**src/temp_flags_pkg.sv**
```systemverilog
// constants shared by the threshold status-flag block and its helpers
// assumes 8-bit two's complement temperatures in whole degrees celsius
package temp_flags_pkg;

   // channel numbering: 0..5 are remote channels 1..6, 6 is the local sensor
   localparam int NCH = 7;
   localparam int NREM = 6;
   localparam int CH_W = 3;
   localparam int TEMP_W = 8;
   localparam logic [2:0] LOCAL_CH = 3'h6;
   localparam logic [2:0] LAST_CH = 3'h6;
   localparam logic [2:0] FIRST_CH = 3'h0;

   // high-alert flags: bit n is channel n, bit 6 local, bit 7 reserved
   localparam logic [7:0] ALERT_BITS = 8'h7f;
   // overtemp flags: remote 1, 4, 5 and 6 at bits 0, 3, 4, 5
   localparam logic [7:0] OT_BITS = 8'h39;

   // reset values
   localparam logic [7:0] FLAGS_RST = 8'h00;
   localparam logic [7:0] MASK_RST = 8'h00;
   localparam logic [2:0] CH_RST = 3'h0;

   // hysteresis for releasing a fault condition, in degrees
   localparam int HYST_DEG = 4;
   localparam logic signed [8:0] HYST_C = 9'(HYST_DEG);

   // sequencer states
   typedef enum logic [1:0] {SEQ_PICK, SEQ_START, SEQ_WAIT} seq_state_t;

   // measured temperature strictly above the limit
   function automatic logic temp_above(input logic [7:0] t, input logic [7:0] l);
      temp_above = $signed(t) > $signed(l);
   endfunction : temp_above

   // measured temperature below the limit minus the hysteresis
   function automatic logic temp_released(input logic [7:0] t, input logic [7:0] l);
      logic signed [8:0] lim;
      lim = $signed({l[7], l}) - HYST_C;
      temp_released = $signed({t[7], t}) < lim;
   endfunction : temp_released

endpackage : temp_flags_pkg

```
**src/flag_sync.sv**
```systemverilog
// two-stage synchroniser for the diode fault detector levels
// assumes slow static levels; no pulse is expected to survive crossing
`timescale 1ns/1ns
`default_nettype none
module flag_sync
   import temp_flags_pkg::*;
(
   // clock and reset
   input wire logic mclk,
   input wire logic rst,
   // levels
   input wire logic [NREM-1:0] din,
   output logic [NREM-1:0] dout
);

   logic [NREM-1:0] meta_reg;
   logic [NREM-1:0] meta_next;
   logic [NREM-1:0] sync_reg;
   logic [NREM-1:0] sync_next;

   // first stage feeds only the second
   always_comb
   begin
      meta_next = din;
      sync_next = meta_reg;
   end

   always_ff @(posedge mclk or posedge rst)
   begin
      if (rst)
      begin
         meta_reg <= '0;
         sync_reg <= '0;
      end
      else
      begin
         meta_reg <= meta_next;
         sync_reg <= sync_next;
      end
   end

   assign dout = sync_reg;

endmodule : flag_sync
`default_nettype wire

```
**src/chan_hyst.sv**
```systemverilog
// per-channel alert and overtemperature conditions with release hysteresis
// assumes upd pulses once per finished conversion of this channel
`timescale 1ns/1ns
`default_nettype none
module chan_hyst
   import temp_flags_pkg::*;
(
   // clock and reset
   input wire logic mclk,
   input wire logic rst,
   // new result
   input wire logic upd,
   input wire logic [TEMP_W-1:0] temp,
   // limits
   input wire logic [TEMP_W-1:0] alert_limit,
   input wire logic [TEMP_W-1:0] ot_limit,
   // conditions
   output logic alert_cond,
   output logic ot_cond
);

   logic alert_reg;
   logic alert_next;
   logic ot_reg;
   logic ot_next;

   // set above the limit, clear only below limit minus hysteresis
   always_comb
   begin
      alert_next = alert_reg;
      ot_next = ot_reg;
      if (upd)
      begin
         if (temp_above(temp, alert_limit))
            alert_next = 1'b1;
         else if (temp_released(temp, alert_limit))
            alert_next = 1'b0;
         if (temp_above(temp, ot_limit))
            ot_next = 1'b1;
         else if (temp_released(temp, ot_limit))
            ot_next = 1'b0;
      end
   end

   always_ff @(posedge mclk or posedge rst)
   begin
      if (rst)
      begin
         alert_reg <= 1'b0;
         ot_reg <= 1'b0;
      end
      else
      begin
         alert_reg <= alert_next;
         ot_reg <= ot_next;
      end
   end

   assign alert_cond = alert_reg;
   assign ot_cond = ot_reg;

endmodule : chan_hyst
`default_nettype wire

```
**src/temp_threshold_status_flags.sv**
```systemverilog
// threshold status flags, measurement sequencer and alert/overheat pins
// assumes a conversion engine on mclk and a serial slave issuing read strobes
//
// Operation
// - local channel above its high-alert limit sets high-alert bit 6
// - remote 1 above its high-alert limit sets high-alert bit 0
// - remote 2 above its high-alert limit sets high-alert bit 1
// - remote 3 above its high-alert limit sets high-alert bit 2
// - remote 4 above its high-alert limit sets high-alert bit 3
// - remote 5 above its high-alert limit sets high-alert bit 4
// - remote 6 above its high-alert limit sets high-alert bit 5
// - remote 1 above its overtemp limit sets overtemp bit 0
// - remote 4 above its overtemp limit sets overtemp bit 3
// - remote 5 above its overtemp limit sets overtemp bit 4
// - remote 6 above its overtemp limit sets overtemp bit 5
// - open or supply-tied diode is flagged and skipped by the sequencer
// - a masked channel cannot assert the alert or overheat output
// - overtemp bits clear only on its read; the read leaves the output alone
// - a persisting alert reasserts after the next finished conversion
// - a condition is removed only below limit minus four degrees
// - alert mask bit one suppresses that channel; masks reset to zero
`timescale 1ns/1ns
`default_nettype none
module temp_threshold_status_flags
   import temp_flags_pkg::*;
(
   // clock and reset
   input wire logic mclk,
   input wire logic rst,
   // conversion engine
   output logic conv_start,
   output logic [CH_W-1:0] conv_channel,
   input wire logic result_valid,
   input wire logic [TEMP_W-1:0] result_temp,
   // limits, index is the channel number
   input wire logic [NCH-1:0][TEMP_W-1:0] alert_limit_vec,
   input wire logic [NCH-1:0][TEMP_W-1:0] ot_limit_vec,
   // diode fault detectors, asynchronous levels
   input wire logic [NREM-1:0] diode_open,
   input wire logic [NREM-1:0] diode_at_supply,
   // register read port
   input wire logic rd_status1,
   input wire logic rd_status2,
   output logic [7:0] rd_data,
   output logic rd_valid,
   // mask write port
   input wire logic alert_mask_wr,
   input wire logic overheat_mask_wr,
   input wire logic [7:0] mask_wdata,
   output logic [7:0] alert_mask_q,
   output logic [7:0] overheat_mask_q,
   // status
   output logic [7:0] high_alert_flags,
   output logic [7:0] overtemp_flags,
   output logic [NREM-1:0] diode_fault,
   // open-drain pins, enable high pulls the pin low
   output logic alert_output_oe,
   output logic overheat_shutdown_output_oe
);

   logic [NREM-1:0] open_s;
   logic [NREM-1:0] supply_s;
   logic [NCH-1:0] alert_cond;
   logic [NCH-1:0] ot_cond;

   seq_state_t state_reg;
   seq_state_t state_next;
   logic [CH_W-1:0] chan_reg;
   logic [CH_W-1:0] chan_next;
   logic start_reg;
   logic start_next;
   logic [NCH-1:0] upd_reg;
   logic [NCH-1:0] upd_next;
   logic [NCH-1:0] done_reg;
   logic [NCH-1:0] done_next;

   logic [NREM-1:0] fault_reg;
   logic [NREM-1:0] fault_next;
   logic [7:0] amask_reg;
   logic [7:0] amask_next;
   logic [7:0] omask_reg;
   logic [7:0] omask_next;
   logic [7:0] st1_reg;
   logic [7:0] st1_next;
   logic [7:0] st2_reg;
   logic [7:0] st2_next;
   logic [7:0] rdata_reg;
   logic [7:0] rdata_next;
   logic rvalid_reg;
   logic rvalid_next;
   logic alert_reg;
   logic alert_next;
   logic ovh_reg;
   logic ovh_next;
   logic [7:0] st1_set;
   logic [7:0] st2_set;

   // diode detector levels come from the analog side
   flag_sync u_open_sync
   (
      .mclk (mclk),
      .rst (rst),
      .din (diode_open),
      .dout (open_s)
   );

   flag_sync u_supply_sync
   (
      .mclk (mclk),
      .rst (rst),
      .din (diode_at_supply),
      .dout (supply_s)
   );

   // one condition tracker per channel
   genvar gi;
   generate
      for (gi = 0; gi < NCH; gi++)
      begin : g_chan
         chan_hyst u_hyst
         (
            .mclk (mclk),
            .rst (rst),
            .upd (upd_reg[gi]),
            .temp (result_temp),
            .alert_limit (alert_limit_vec[gi]),
            .ot_limit (ot_limit_vec[gi]),
            .alert_cond (alert_cond[gi]),
            .ot_cond (ot_cond[gi])
         );
      end
   endgenerate

   // true when the given channel is a remote one with a faulty diode
   function automatic logic chan_skipped(input logic [CH_W-1:0] ch,
                                         input logic [NREM-1:0] flt);
      chan_skipped = (ch != LOCAL_CH) && flt[ch];
   endfunction : chan_skipped

   // measurement sequencer; the temperature is latched into the tracker
   // one cycle after result_valid, so result_temp must hold for that cycle
   always_comb
   begin
      state_next = state_reg;
      chan_next = chan_reg;
      start_next = 1'b0;
      upd_next = '0;
      case (state_reg)
         SEQ_PICK:
         begin
            if (chan_skipped(chan_reg, fault_reg))
               chan_next = (chan_reg == LAST_CH) ? FIRST_CH : chan_reg + 3'h1;
            else
            begin
               start_next = 1'b1;
               state_next = SEQ_START;
            end
         end
         SEQ_START:
            state_next = SEQ_WAIT;
         SEQ_WAIT:
         begin
            if (result_valid)
            begin
               upd_next[chan_reg] = 1'b1;
               chan_next = (chan_reg == LAST_CH) ? FIRST_CH : chan_reg + 3'h1;
               state_next = SEQ_PICK;
            end
         end
         default:
            state_next = SEQ_PICK;
      endcase
   end

   always_ff @(posedge mclk or posedge rst)
   begin
      if (rst)
      begin
         state_reg <= SEQ_PICK;
         chan_reg <= CH_RST;
         start_reg <= 1'b0;
         upd_reg <= '0;
         done_reg <= '0;
      end
      else
      begin
         state_reg <= state_next;
         chan_reg <= chan_next;
         start_reg <= start_next;
         upd_reg <= upd_next;
         done_reg <= done_next;
      end
   end

   // done marks the first cycle in which the tracker holds the fresh condition
   always_comb
   begin
      done_next = upd_reg;
   end

   // fault flags follow the detectors live; a repaired diode rejoins
   always_comb
   begin
      fault_next = open_s | supply_s;
   end

   // masks: only defined bits are writable, reserved bits stay zero
   always_comb
   begin
      amask_next = amask_reg;
      omask_next = omask_reg;
      if (alert_mask_wr)
         amask_next = mask_wdata & ALERT_BITS;
      if (overheat_mask_wr)
         omask_next = mask_wdata & OT_BITS;
   end

   // status bits are set only at a finished conversion of their channel
   always_comb
   begin
      st1_set = '0;
      st2_set = '0;
      for (int i = 0; i < NCH; i++)
      begin
         st1_set[i] = done_reg[i] & alert_cond[i];
         st2_set[i] = done_reg[i] & ot_cond[i] & OT_BITS[i];
      end
   end

   // sticky flags; a set in the same cycle as the read wins over the clear
   always_comb
   begin
      st1_next = st1_reg;
      st2_next = st2_reg;
      rdata_next = rdata_reg;
      rvalid_next = 1'b0;
      if (rd_status1)
      begin
         st1_next = FLAGS_RST;
         rdata_next = st1_reg & ALERT_BITS;
         rvalid_next = 1'b1;
      end
      else if (rd_status2)
      begin
         st2_next = FLAGS_RST;
         rdata_next = st2_reg & OT_BITS;
         rvalid_next = 1'b1;
      end
      st1_next = (st1_next | st1_set) & ALERT_BITS;
      st2_next = (st2_next | st2_set) & OT_BITS;
   end

   // pins: alert follows the sticky flags, so a read drops it until the
   // next conversion; overheat follows the live condition, not the flags
   always_comb
   begin
      alert_next = |(st1_reg & ~amask_reg & ALERT_BITS);
      ovh_next = |({1'b0, ot_cond} & ~omask_reg & OT_BITS);
   end

   always_ff @(posedge mclk or posedge rst)
   begin
      if (rst)
      begin
         fault_reg <= '0;
         amask_reg <= MASK_RST;
         omask_reg <= MASK_RST;
         st1_reg <= FLAGS_RST;
         st2_reg <= FLAGS_RST;
         rdata_reg <= FLAGS_RST;
         rvalid_reg <= 1'b0;
         alert_reg <= 1'b0;
         ovh_reg <= 1'b0;
      end
      else
      begin
         fault_reg <= fault_next;
         amask_reg <= amask_next;
         omask_reg <= omask_next;
         st1_reg <= st1_next;
         st2_reg <= st2_next;
         rdata_reg <= rdata_next;
         rvalid_reg <= rvalid_next;
         alert_reg <= alert_next;
         ovh_reg <= ovh_next;
      end
   end

   // every output comes straight from a flip-flop
   assign conv_start = start_reg;
   assign conv_channel = chan_reg;
   assign rd_data = rdata_reg;
   assign rd_valid = rvalid_reg;
   assign alert_mask_q = amask_reg;
   assign overheat_mask_q = omask_reg;
   assign high_alert_flags = st1_reg;
   assign overtemp_flags = st2_reg;
   assign diode_fault = fault_reg;
   assign alert_output_oe = alert_reg;
   assign overheat_shutdown_output_oe = ovh_reg;

endmodule : temp_threshold_status_flags
`default_nettype wire

```
**config.mk**
```make
export PLATFORM = sky130hd
export DESIGN_NAME = temp_threshold_status_flags
export DESIGN_NICKNAME = d
export VERILOG_FILES = /design/src/temp_flags_pkg.sv /design/src/flag_sync.sv /design/src/chan_hyst.sv /design/src/temp_threshold_status_flags.sv
export SDC_FILE = /design/constraint.sdc
export NUM_CORES = 1
export LEC_CHECK = 0
export ABC_AREA = 1
export BUFFER_PORTS_ARGS = -buffer_cell sky130_fd_sc_hd__buf_2
export CAP_MARGIN = 0
export CORE_ASPECT_RATIO = 2
export CORE_MARGIN = 4
export CORE_UTILIZATION = 45
export CTS_CLUSTER_DIAMETER = 40
export CTS_CLUSTER_SIZE = 8
export DETAILED_ROUTE_END_ITERATION = 6
export HOLD_SLACK_MARGIN = 0.12
export PLACE_DENSITY = 0.71
export SYNTH_ARGS = -nofsm -noshare
export SYNTH_HDL_FRONTEND = slang
export SYNTH_SLANG_ARGS = --single-unit
export TNS_END_PERCENT = 1
```
**constraint.sdc**
```tcl
create_clock -name mclk -period 2.34 [get_ports mclk]
set_input_delay 0.117 -clock mclk [delete_from_list [all_inputs] [get_ports mclk]]
set_output_delay 0.117 -clock mclk [all_outputs]
set_load 0.005 [all_outputs]
```
==> results of run 1 <==
==> placed cells by master, fill, tap and decap left out, drive strengths merged <==
cell type and count:
clkinvlp 1, conb 11, nand2 294, o211ai 5, ha 176, mux2 8
nor2 88, nand3 65, a22o 1, nand4 23, o21ai 43, dlygate4sd3 27
clkinv 4, a22oi 1, o22ai 3, clkbuf 9, a21o 5, dfrtp 93
xnor2 11, a41oi 3, inv 231, o21bai 1, or2 7, buf 172
nor3 18, a21oi 54, diode 2, xor2 33
==> power by group through the flow <==
stage          logic [mW]  registers, mW  clock network (mW)
4_1_cts              1.90           2.12                1.52
2_1_floorplan        1.33           2.02                   0
3_3_place_gp         1.80           2.14                   0
5_1_grt              2.19           2.14                1.59
6_report             1.88           2.10                1.47
3_5_place_dp         1.86           2.15                   0
==> final cells by class <==
| type | count | area (um^2) |
|---|---|---|
| fill | 1822 | 8460 |
| multi-input combinational | 850 | 5430 |
| sequential | 93 | 2330 |
| timing repair buffer | 199 | 1200 |
| inverter | 229 | 868 |
| tap | 255 | 319 |
| clock buffer | 9 | 225 |
| clock inverter | 7 | 86.3 |
| antenna | 2 | 5.00 |
==> worst max-delay path: stages <==
cell and delay, ns:
dlygate4sd3_1 0.54, buf_2 0.18, nand2_1 0.08, dlygate4sd3_1 0.54, o21ai_0 0.07, dlygate4sd3_1 0.56
==> stage by stage <==
| stage | area [um^2] | utilization [%] | setup slack (ns) | instances | total power [mW] |
|---|---|---|---|---|---|
| floorplan | 8740 | - | 0.681 | 1187 | 3.35 |
| global placement | 9880 | 52.2 | 0.369 | 1599 | 3.94 |
| CTS | 10500 | 55.3 | 0.536 | 1642 | 5.54 |
| detailed placement | 9880 | 52.2 | 0.324 | 1599 | 4.01 |
| global route | 10500 | 55.3 | 0.402 | 1644 | 5.92 |
| finish | 10500 | 55.3 | 0.478 | 1644 | 5.46 |
==> final timing paths <==
check / endpoint / slack [ns] / cells after the start
max: alert_mask_q[1] / 0.48 / 6
min: rd_valid / 0.14 / 3
max reg2reg: conv_channel[2] / 0.93 / 7
min reg2reg: u_open_sync.dout[4] / 0.35 / 0
max in group asynchronous: done_next[1] / 1.46 / 4
min in group asynchronous: u_supply_sync.dout[2] / 0.25 / 3
==> cells by family (layout without fill, tap and decap cells) <==
group | after synthesis | in the layout
compound gates | 116 | 116
xor+xnor | 44 | 44
fa+ha+maj | 176 | 176
buf+inv | 244 | 444
flops | 93 | 93
mux | 8 | 8
other cells | 1 | 13
simple gates | 495 | 495
==> routing by layer <==
layer | up-vias | GRT usage, % | wire length, um | part of all wire (%)
met5 | - | 0 | 0 | 0
met4 | 0 | 9.73 | 961 | 4.3
met3 | 62 | 2.27 | 648 | 2.9
met2 | 181 | 43.4 | 12900 | 58
met1 | 3645 | 19.4 | 7790 | 35
li1 | 4167 | - | - | -
==> results.md, run 1 <==
- Area delta synth->final: 20.3%
- Clk sinks: 93
- Total core area: 0.0189 mm^2
- Most common cell in the synthesized netlist: nand2_1
- Hold_buf cts: 27
- Vias in the first global route: 8111
- Number of flops mapped to enable cells by yosys: 0
- CTS tree: yes
- Adder-cell share of the synthesized area: 25.3%
- Syn Inst Count: 1177
- H-tree levels: 3
- Worst vdd ir: 0.488 mV
- Post-CTS Setup Inserts: 0
- Clock share of power: 26.9%
- Total gr overflow: 0
- Leak: 6.13 nW
- Synth top area share: 26.8%
- Final setup viols: 0
- Ports: 200
- Cell Int Power: 3.40 mW
- RSZ-0062 raised after global routing: no
- Num CTS Buffers: 9
- Initial antenna violation count: 2
- Req. time, crit path: 2.56 ns
- Die area: 0.0217 mm^2
- GRT Resource Usage Total: 20.9%
- Hold WS: 0.144 ns
- Root Driver: clkbuf_16
- Critical Path Fanout Max: 9
- Mean Syn Cell Area: 7.39 um^2
- Hold Violations, Final: 0
- Final net count: 1705
- Cell Area, Synth: 0.00870 mm^2
- DR DRC count: 0
- Die width: 106 um
- Critical path class: input port to flop
- Most used DFF post-synth: dfrtp_1
- Worst EP arrival: 2.09 ns
- CTS-repair resized insts: 0
- XOR/XNOR share of the synthesized area: 4.43%
- Hold Path Class: input port to flop
- Max-Cap Viols: 0
- Power density cells: 522 mW/mm^2
- Library cells used by synthesis: 37
- Drt first pass iters: 7
- Sequential share of power: 38.5%
- Final max-slew violation count: 0
- Mux contribution to synthesized area: 1.04%
- Initial Util: 46.0%
- Synth cell count leaders: nand2_1, inv_1, ha_1, dfrtp_1, nor2_1
- Clock slew at reported path FFs: 0.07 ns
- Simple-gate share of the synthesized area: 23.7%
- Compound-gate portion of the synthesized area: 7.50%
- Comb power frac: 34.5%
- Wire per inst: 13.5 um
- Crit. End Element: flop
- Iter 0 DRT Violations: 250
- Slew headroom: 42.7%
- Max clock buf depth: 2
- Vias: 8055
- Via-per-instance ratio: 4.90
- Setup_tns: 0 ns
- Post-synthesis sequential area ratio: 26.8%
- Switch share: 37.7%
- Final WL: 22.3 mm
- Number of buffers added on ports: 163
- Synth Warn #: 0
- Dominant cells by area after synthesis: dfrtp_1, ha_1, nand2_1
- Num rows: 71
- Die height: 205 um
- Clk Latency, worst-skew pair: 0.34 ns
- Fin crit share: 79.6%
- Final min period: 1.86 ns
- Synth area leader: dfrtp_1
- GP Congestion: 0.866
- R2R Path Start: conv_channel[1]
- DRT antenna net count: 0
- Largest net degree at the start of global routing: 56
- First-pass GRT wire length: 36.3 mm
- Post-synth ARST share: 100%
- Post-detail-place hpwl: 17.9 mm
- Hold path start: rd_status2
- Largest family of logic cells by synthesized area: adder cells
- Max Fclk: 0.537 GHz
- Share of layout cells above drive strength 1: 16.4%
- Status: finished clean
- CP Launch Point: alert_mask_wr
- Clock Skew: 0.00618 ns
- Synth Register Bits: 93
- Sw Pwr: 2.06 mW
- Actual slew at the worst max-slew pin: 0.860 ns
- Crit start category: input port
(Power assumes the default switching activity.)
==> inputs of run 2 (changes only) <==
--- a/config.mk
+++ b/config.mk
@@ -5,7 +5,7 @@
 export SDC_FILE = /design/constraint.sdc
 export NUM_CORES = 1
 export LEC_CHECK = 0
-export ABC_AREA = 1
+export ABC_AREA = 0
 export BUFFER_PORTS_ARGS = -buffer_cell sky130_fd_sc_hd__buf_2
 export CAP_MARGIN = 0
 export CORE_ASPECT_RATIO = 2
@@ -15,7 +15,7 @@
 export CTS_CLUSTER_SIZE = 8
 export DETAILED_ROUTE_END_ITERATION = 6
 export HOLD_SLACK_MARGIN = 0.12
-export PLACE_DENSITY = 0.71
+export PLACE_DENSITY = 0.72
 export SYNTH_ARGS = -nofsm -noshare
 export SYNTH_HDL_FRONTEND = slang
 export SYNTH_SLANG_ARGS = --single-unit
==> constraint.sdc (replaced) <==
create_clock -name mclk -period 1.7 [get_ports mclk]
set_input_delay 0.085 -clock mclk [delete_from_list [all_inputs] [get_ports mclk]]
set_output_delay 0.085 -clock mclk [all_outputs]
set_load 0.005 [all_outputs]
==> run 2 against run 1 <==
Against the previous run:
- die area is 7.3% lower
- synthesized area is 7.7% lower
- power is 39% higher
- cell area is 2.3% higher
- setup slack worse by 0.39 ns
- clock skew hardly changed
- utilization is 6.1 points higher
- non-clock buffer count is 117 higher
- register-to-register slack worse by 0.79 ns
- final cell count is 14% lower
==> results.md, run 2 <==
- Total Power: 7.59 mW (+39%)
- Actual slew at the worst max-slew pin: 0.520 ns (-0.340 ns)
- Setup_tns: 0 ns (unchanged)
- Crit start category: input port
- GP Congestion: 0.866 (about the same)
- Power density cells: 709 mW/mm^2 (+36%)
- Synth area leader: dfrtp_1
- DR DRC count: 0 (unchanged)
- XOR/XNOR share of the synthesized area: 4.80% (+0.37 points)
- Area delta synth->final: 33.3%
- Critical Path Fanout Max: 3 (-6)
- Share of layout cells above drive strength 1: 28.4% (+12 points)
- Syn Inst Count: 873 (-26%)
- Vias in the first global route: 8301 (+2.3%)
- Final min period: 1.61 ns
- Most frequent cells in the layout: ha_1, buf_2, inv_1
- Hold Path Class: input port to flop
- Most common cell after layout, fill and taps aside: ha_1
- Worst R2R Path Depth: 5 (-2)
- Total core area: 0.0174 mm^2 (-7.8%)
- Clk sinks: 93 (unchanged)
- Max Fclk: 0.619 GHz
- Post-detail-place hpwl: 19.3 mm (+7.5%)
- Leak: 5.58 nW (-8.9%)
- Largest net degree at the start of global routing: 94 (+68%)
- Slew headroom: 65.4% (+23 points)
- Crit. End Element: flop
- Final setup viols: 0 (unchanged)
- Die width: 102 um (-3.6%)
- Hold Violations, Final: 0 (unchanged)
- Critical path depth in cells: 11 (+5)
- Largest family of logic cells by synthesized area: adder cells
- Critical path class: input port to flop
- Die area: 0.0202 mm^2 (-7.3%)
- Post-synth ARST share: 100% (unchanged)
- Initial antenna violation count: 1 (-1)
- Synth top area share: 29.0% (+2.2 points)
- Max-Cap Viols: 0 (unchanged)
- Wire per inst: 16.8 um (+24%)
- Req. time, crit path: 1.90 ns (-0.66 ns)
- Final net count: 1514 (-11%)
- Slowest stage delay, CP: 0.37 ns (-0.19 ns)
- Mux contribution to synthesized area: 2.00% (+0.96 points)
- Synth cell count leaders: ha_1, inv_1, dfrtp_1, o21ai_0
- Synth Warn #: 0 (unchanged)
- Cell family with most CP delay: compound AO/OA/AOI/OAI gates
- Max clock buf depth: 2 (unchanged)
- Drt first pass iters: 4 (-3)
- Library cells used by synthesis: 50 (+35%)
- Final max-slew violation count: 0 (unchanged)
- Cell Area, Synth: 0.00803 mm^2 (-7.7%)
- First-pass GRT wire length: 37.4 mm (+3.1%)
- Hold Crit Depth: 3 (unchanged)
- Root Driver: clkbuf_16
- Clock slew at reported path FFs: 0.07 ns (about the same)
- Post-layout util: 61.4% (+6.1 points)
- Initial Util: 46.0% (+0.069 points)
- Setup WS pre-CTS: -0.391 ns (-0.715 ns)
- Most used DFF post-synth: dfrtp_1
- Cell Chain, Critical Path: buf_2 > inv_2 > ha_2 > buf_4 > nand2_1 > xnor2_2 > ha_1 > a21oi_1 > nor2b_1 > a2111oi_2 > o32ai_2
- Compound-gate portion of the synthesized area: 16.0% (+8.5 points)
- Simple-gate share of the synthesized area: 13.2% (-10 points)
- Sum of buffers and inverters on the critical path: 3 (-1)
- Worst EP arrival: 1.81 ns (-0.28 ns)
- Mean Syn Cell Area: 9.20 um^2 (+24%)
- Synth Register Bits: 93 (unchanged)
- Fillers: 1512 (-17%)
- Vias: 7811 (-3.0%)
- Num CTS Buffers: 9 (unchanged)
- Adder-cell share of the synthesized area: 27.4% (+2.1 points)
- Worst vdd ir: 0.633 mV (+30%)
- Number of buffers added on ports: 163 (unchanged)
- Setup ws final: 0.0858 ns (-0.392 ns)
- Status: finished clean
- Post-CTS Setup Inserts: 0 (unchanged)
- Total gr overflow: 0 (unchanged)
- Dominant cells by area after synthesis: dfrtp_1, ha_1, inv_1
- Clock Skew: 0.00667 ns (+0.000490 ns)
- CP max stage cell: a2111oi_2
- Final WL: 23.6 mm (+5.9%)
- Clk Latency, worst-skew pair: 0.34 ns (about the same)
- Number of flops mapped to enable cells by yosys: 0 (unchanged)
- Iter 0 DRT Violations: 165 (-34%)
- Most common cell in the synthesized netlist: ha_1
- Die height: 197 um (-3.8%)
- H-tree levels: 3 (unchanged)
- RSZ-0062 raised after global routing: yes
- Fin crit share: 95.0%
- GRT Resource Usage Total: 23.4% (+2.5 points)
- CTS tree: yes
- DRT antenna net count: 0 (unchanged)
- Ports: 200 (unchanged)
- Num rows: 68 (-4.2%)
- Post-synthesis sequential area ratio: 29.0% (+2.2 points)
- Via-per-instance ratio: 5.55 (+13%)
run 2: cell types whose count changed after synthesis, moves of 8 or more:
cell	before	now
a21oi_1	54	44
a31oi_1	0	11
inv_1	212	126
inv_2	15	0
nand2_1	292	39
nand3_1	65	33
nor2_1	86	33
nor2b_1	0	12
nor3_1	18	32
o21ai_0	31	46
o221ai_1	0	8
xnor2_1	11	44
xor2_1	33	0
run 2: metal layers:
metal  global-route usage [%]  vias to the layer above  wire length, um
li1                         -                     3777                -
met1                     22.6                     3736             7980
met2                     45.8                      216            13300
met3                     2.59                       82              932
met4                     12.9                        0             1330
met5                        0                        -                0
run 2: logic make-up (layout without fill, tap and decap cells):
family                     after synthesis  after routing
AOI/OAI and AO/OA                      194            194
xor gates and xnor gates                44             44
adders and majority gates              176            176
buffers and inverters                  145            458
DFF                                     93             93
muxes                                   15             15
other                                    1             12
and+or+nand+nor                        205            205
run 2: final timing paths:
check / start / slack [ns] / endpoint
max in group asynchronous: rst / 0.86 / high_alert_flags[1]
hold reg to reg: u_open_sync.meta_reg[1] / 0.35 / u_open_sync.dout[1]
setup / recovery: alert_limit_vec[18] / 0.09 / g_chan[2].u_hyst.alert_cond
setup reg to reg: conv_channel[0] / 0.14 / conv_channel[0]
hold / removal: rd_status1 / 0.14 / rd_data[0]
min in group asynchronous: rst / 0.42 / u_open_sync.dout[0]
run 2: cell type report:
type | count | area (um^2) | share of cell area (%)
diodes | 1 | 2.50 | 0.0234
clock buffers | 9 | 225 | 2.10
clock inverters | 7 | 98.8 | 0.923
inverters | 126 | 477 | 4.45
multi-input cells | 645 | 5210 | 48.7
flip-flops and latches | 93 | 2330 | 21.7
well taps | 210 | 263 | 2.45
repair buffers | 316 | 2100 | 19.6
run 2: repair_timing:
item                                   4_1_cts  5_1_grt
setup endpoints to repair                    1        6
gates resized for setup                      2       17
pin swaps                                    0       12
endpoints found under the hold margin      117        0
hold buffers                                28        0
run 2: per-stage QoR:
stage,instances,area (um^2),hold slack [ns]
after floorplan,883,8070,0.116
after global placement,1362,10000,0.192
after detailed placement,1362,10000,0.194
after CTS,1406,10600,0.133
after global routing,1407,10700,0.193
final,1407,10700,0.135
run 2: report_power, final:
group	internal, mW	total (mW)	leakage (nW)	switching [mW]
Sequential	2.52	2.82	1.16	0.293
Clock	1.30	2.17	0.161	0.872
Combinational	1.27	2.61	4.27	1.33
run 2: tightest hold or removal path, stage by stage:
cell and delay, ns:
buf_2 0.20, nand2_1 0.08, o21ai_0 0.07
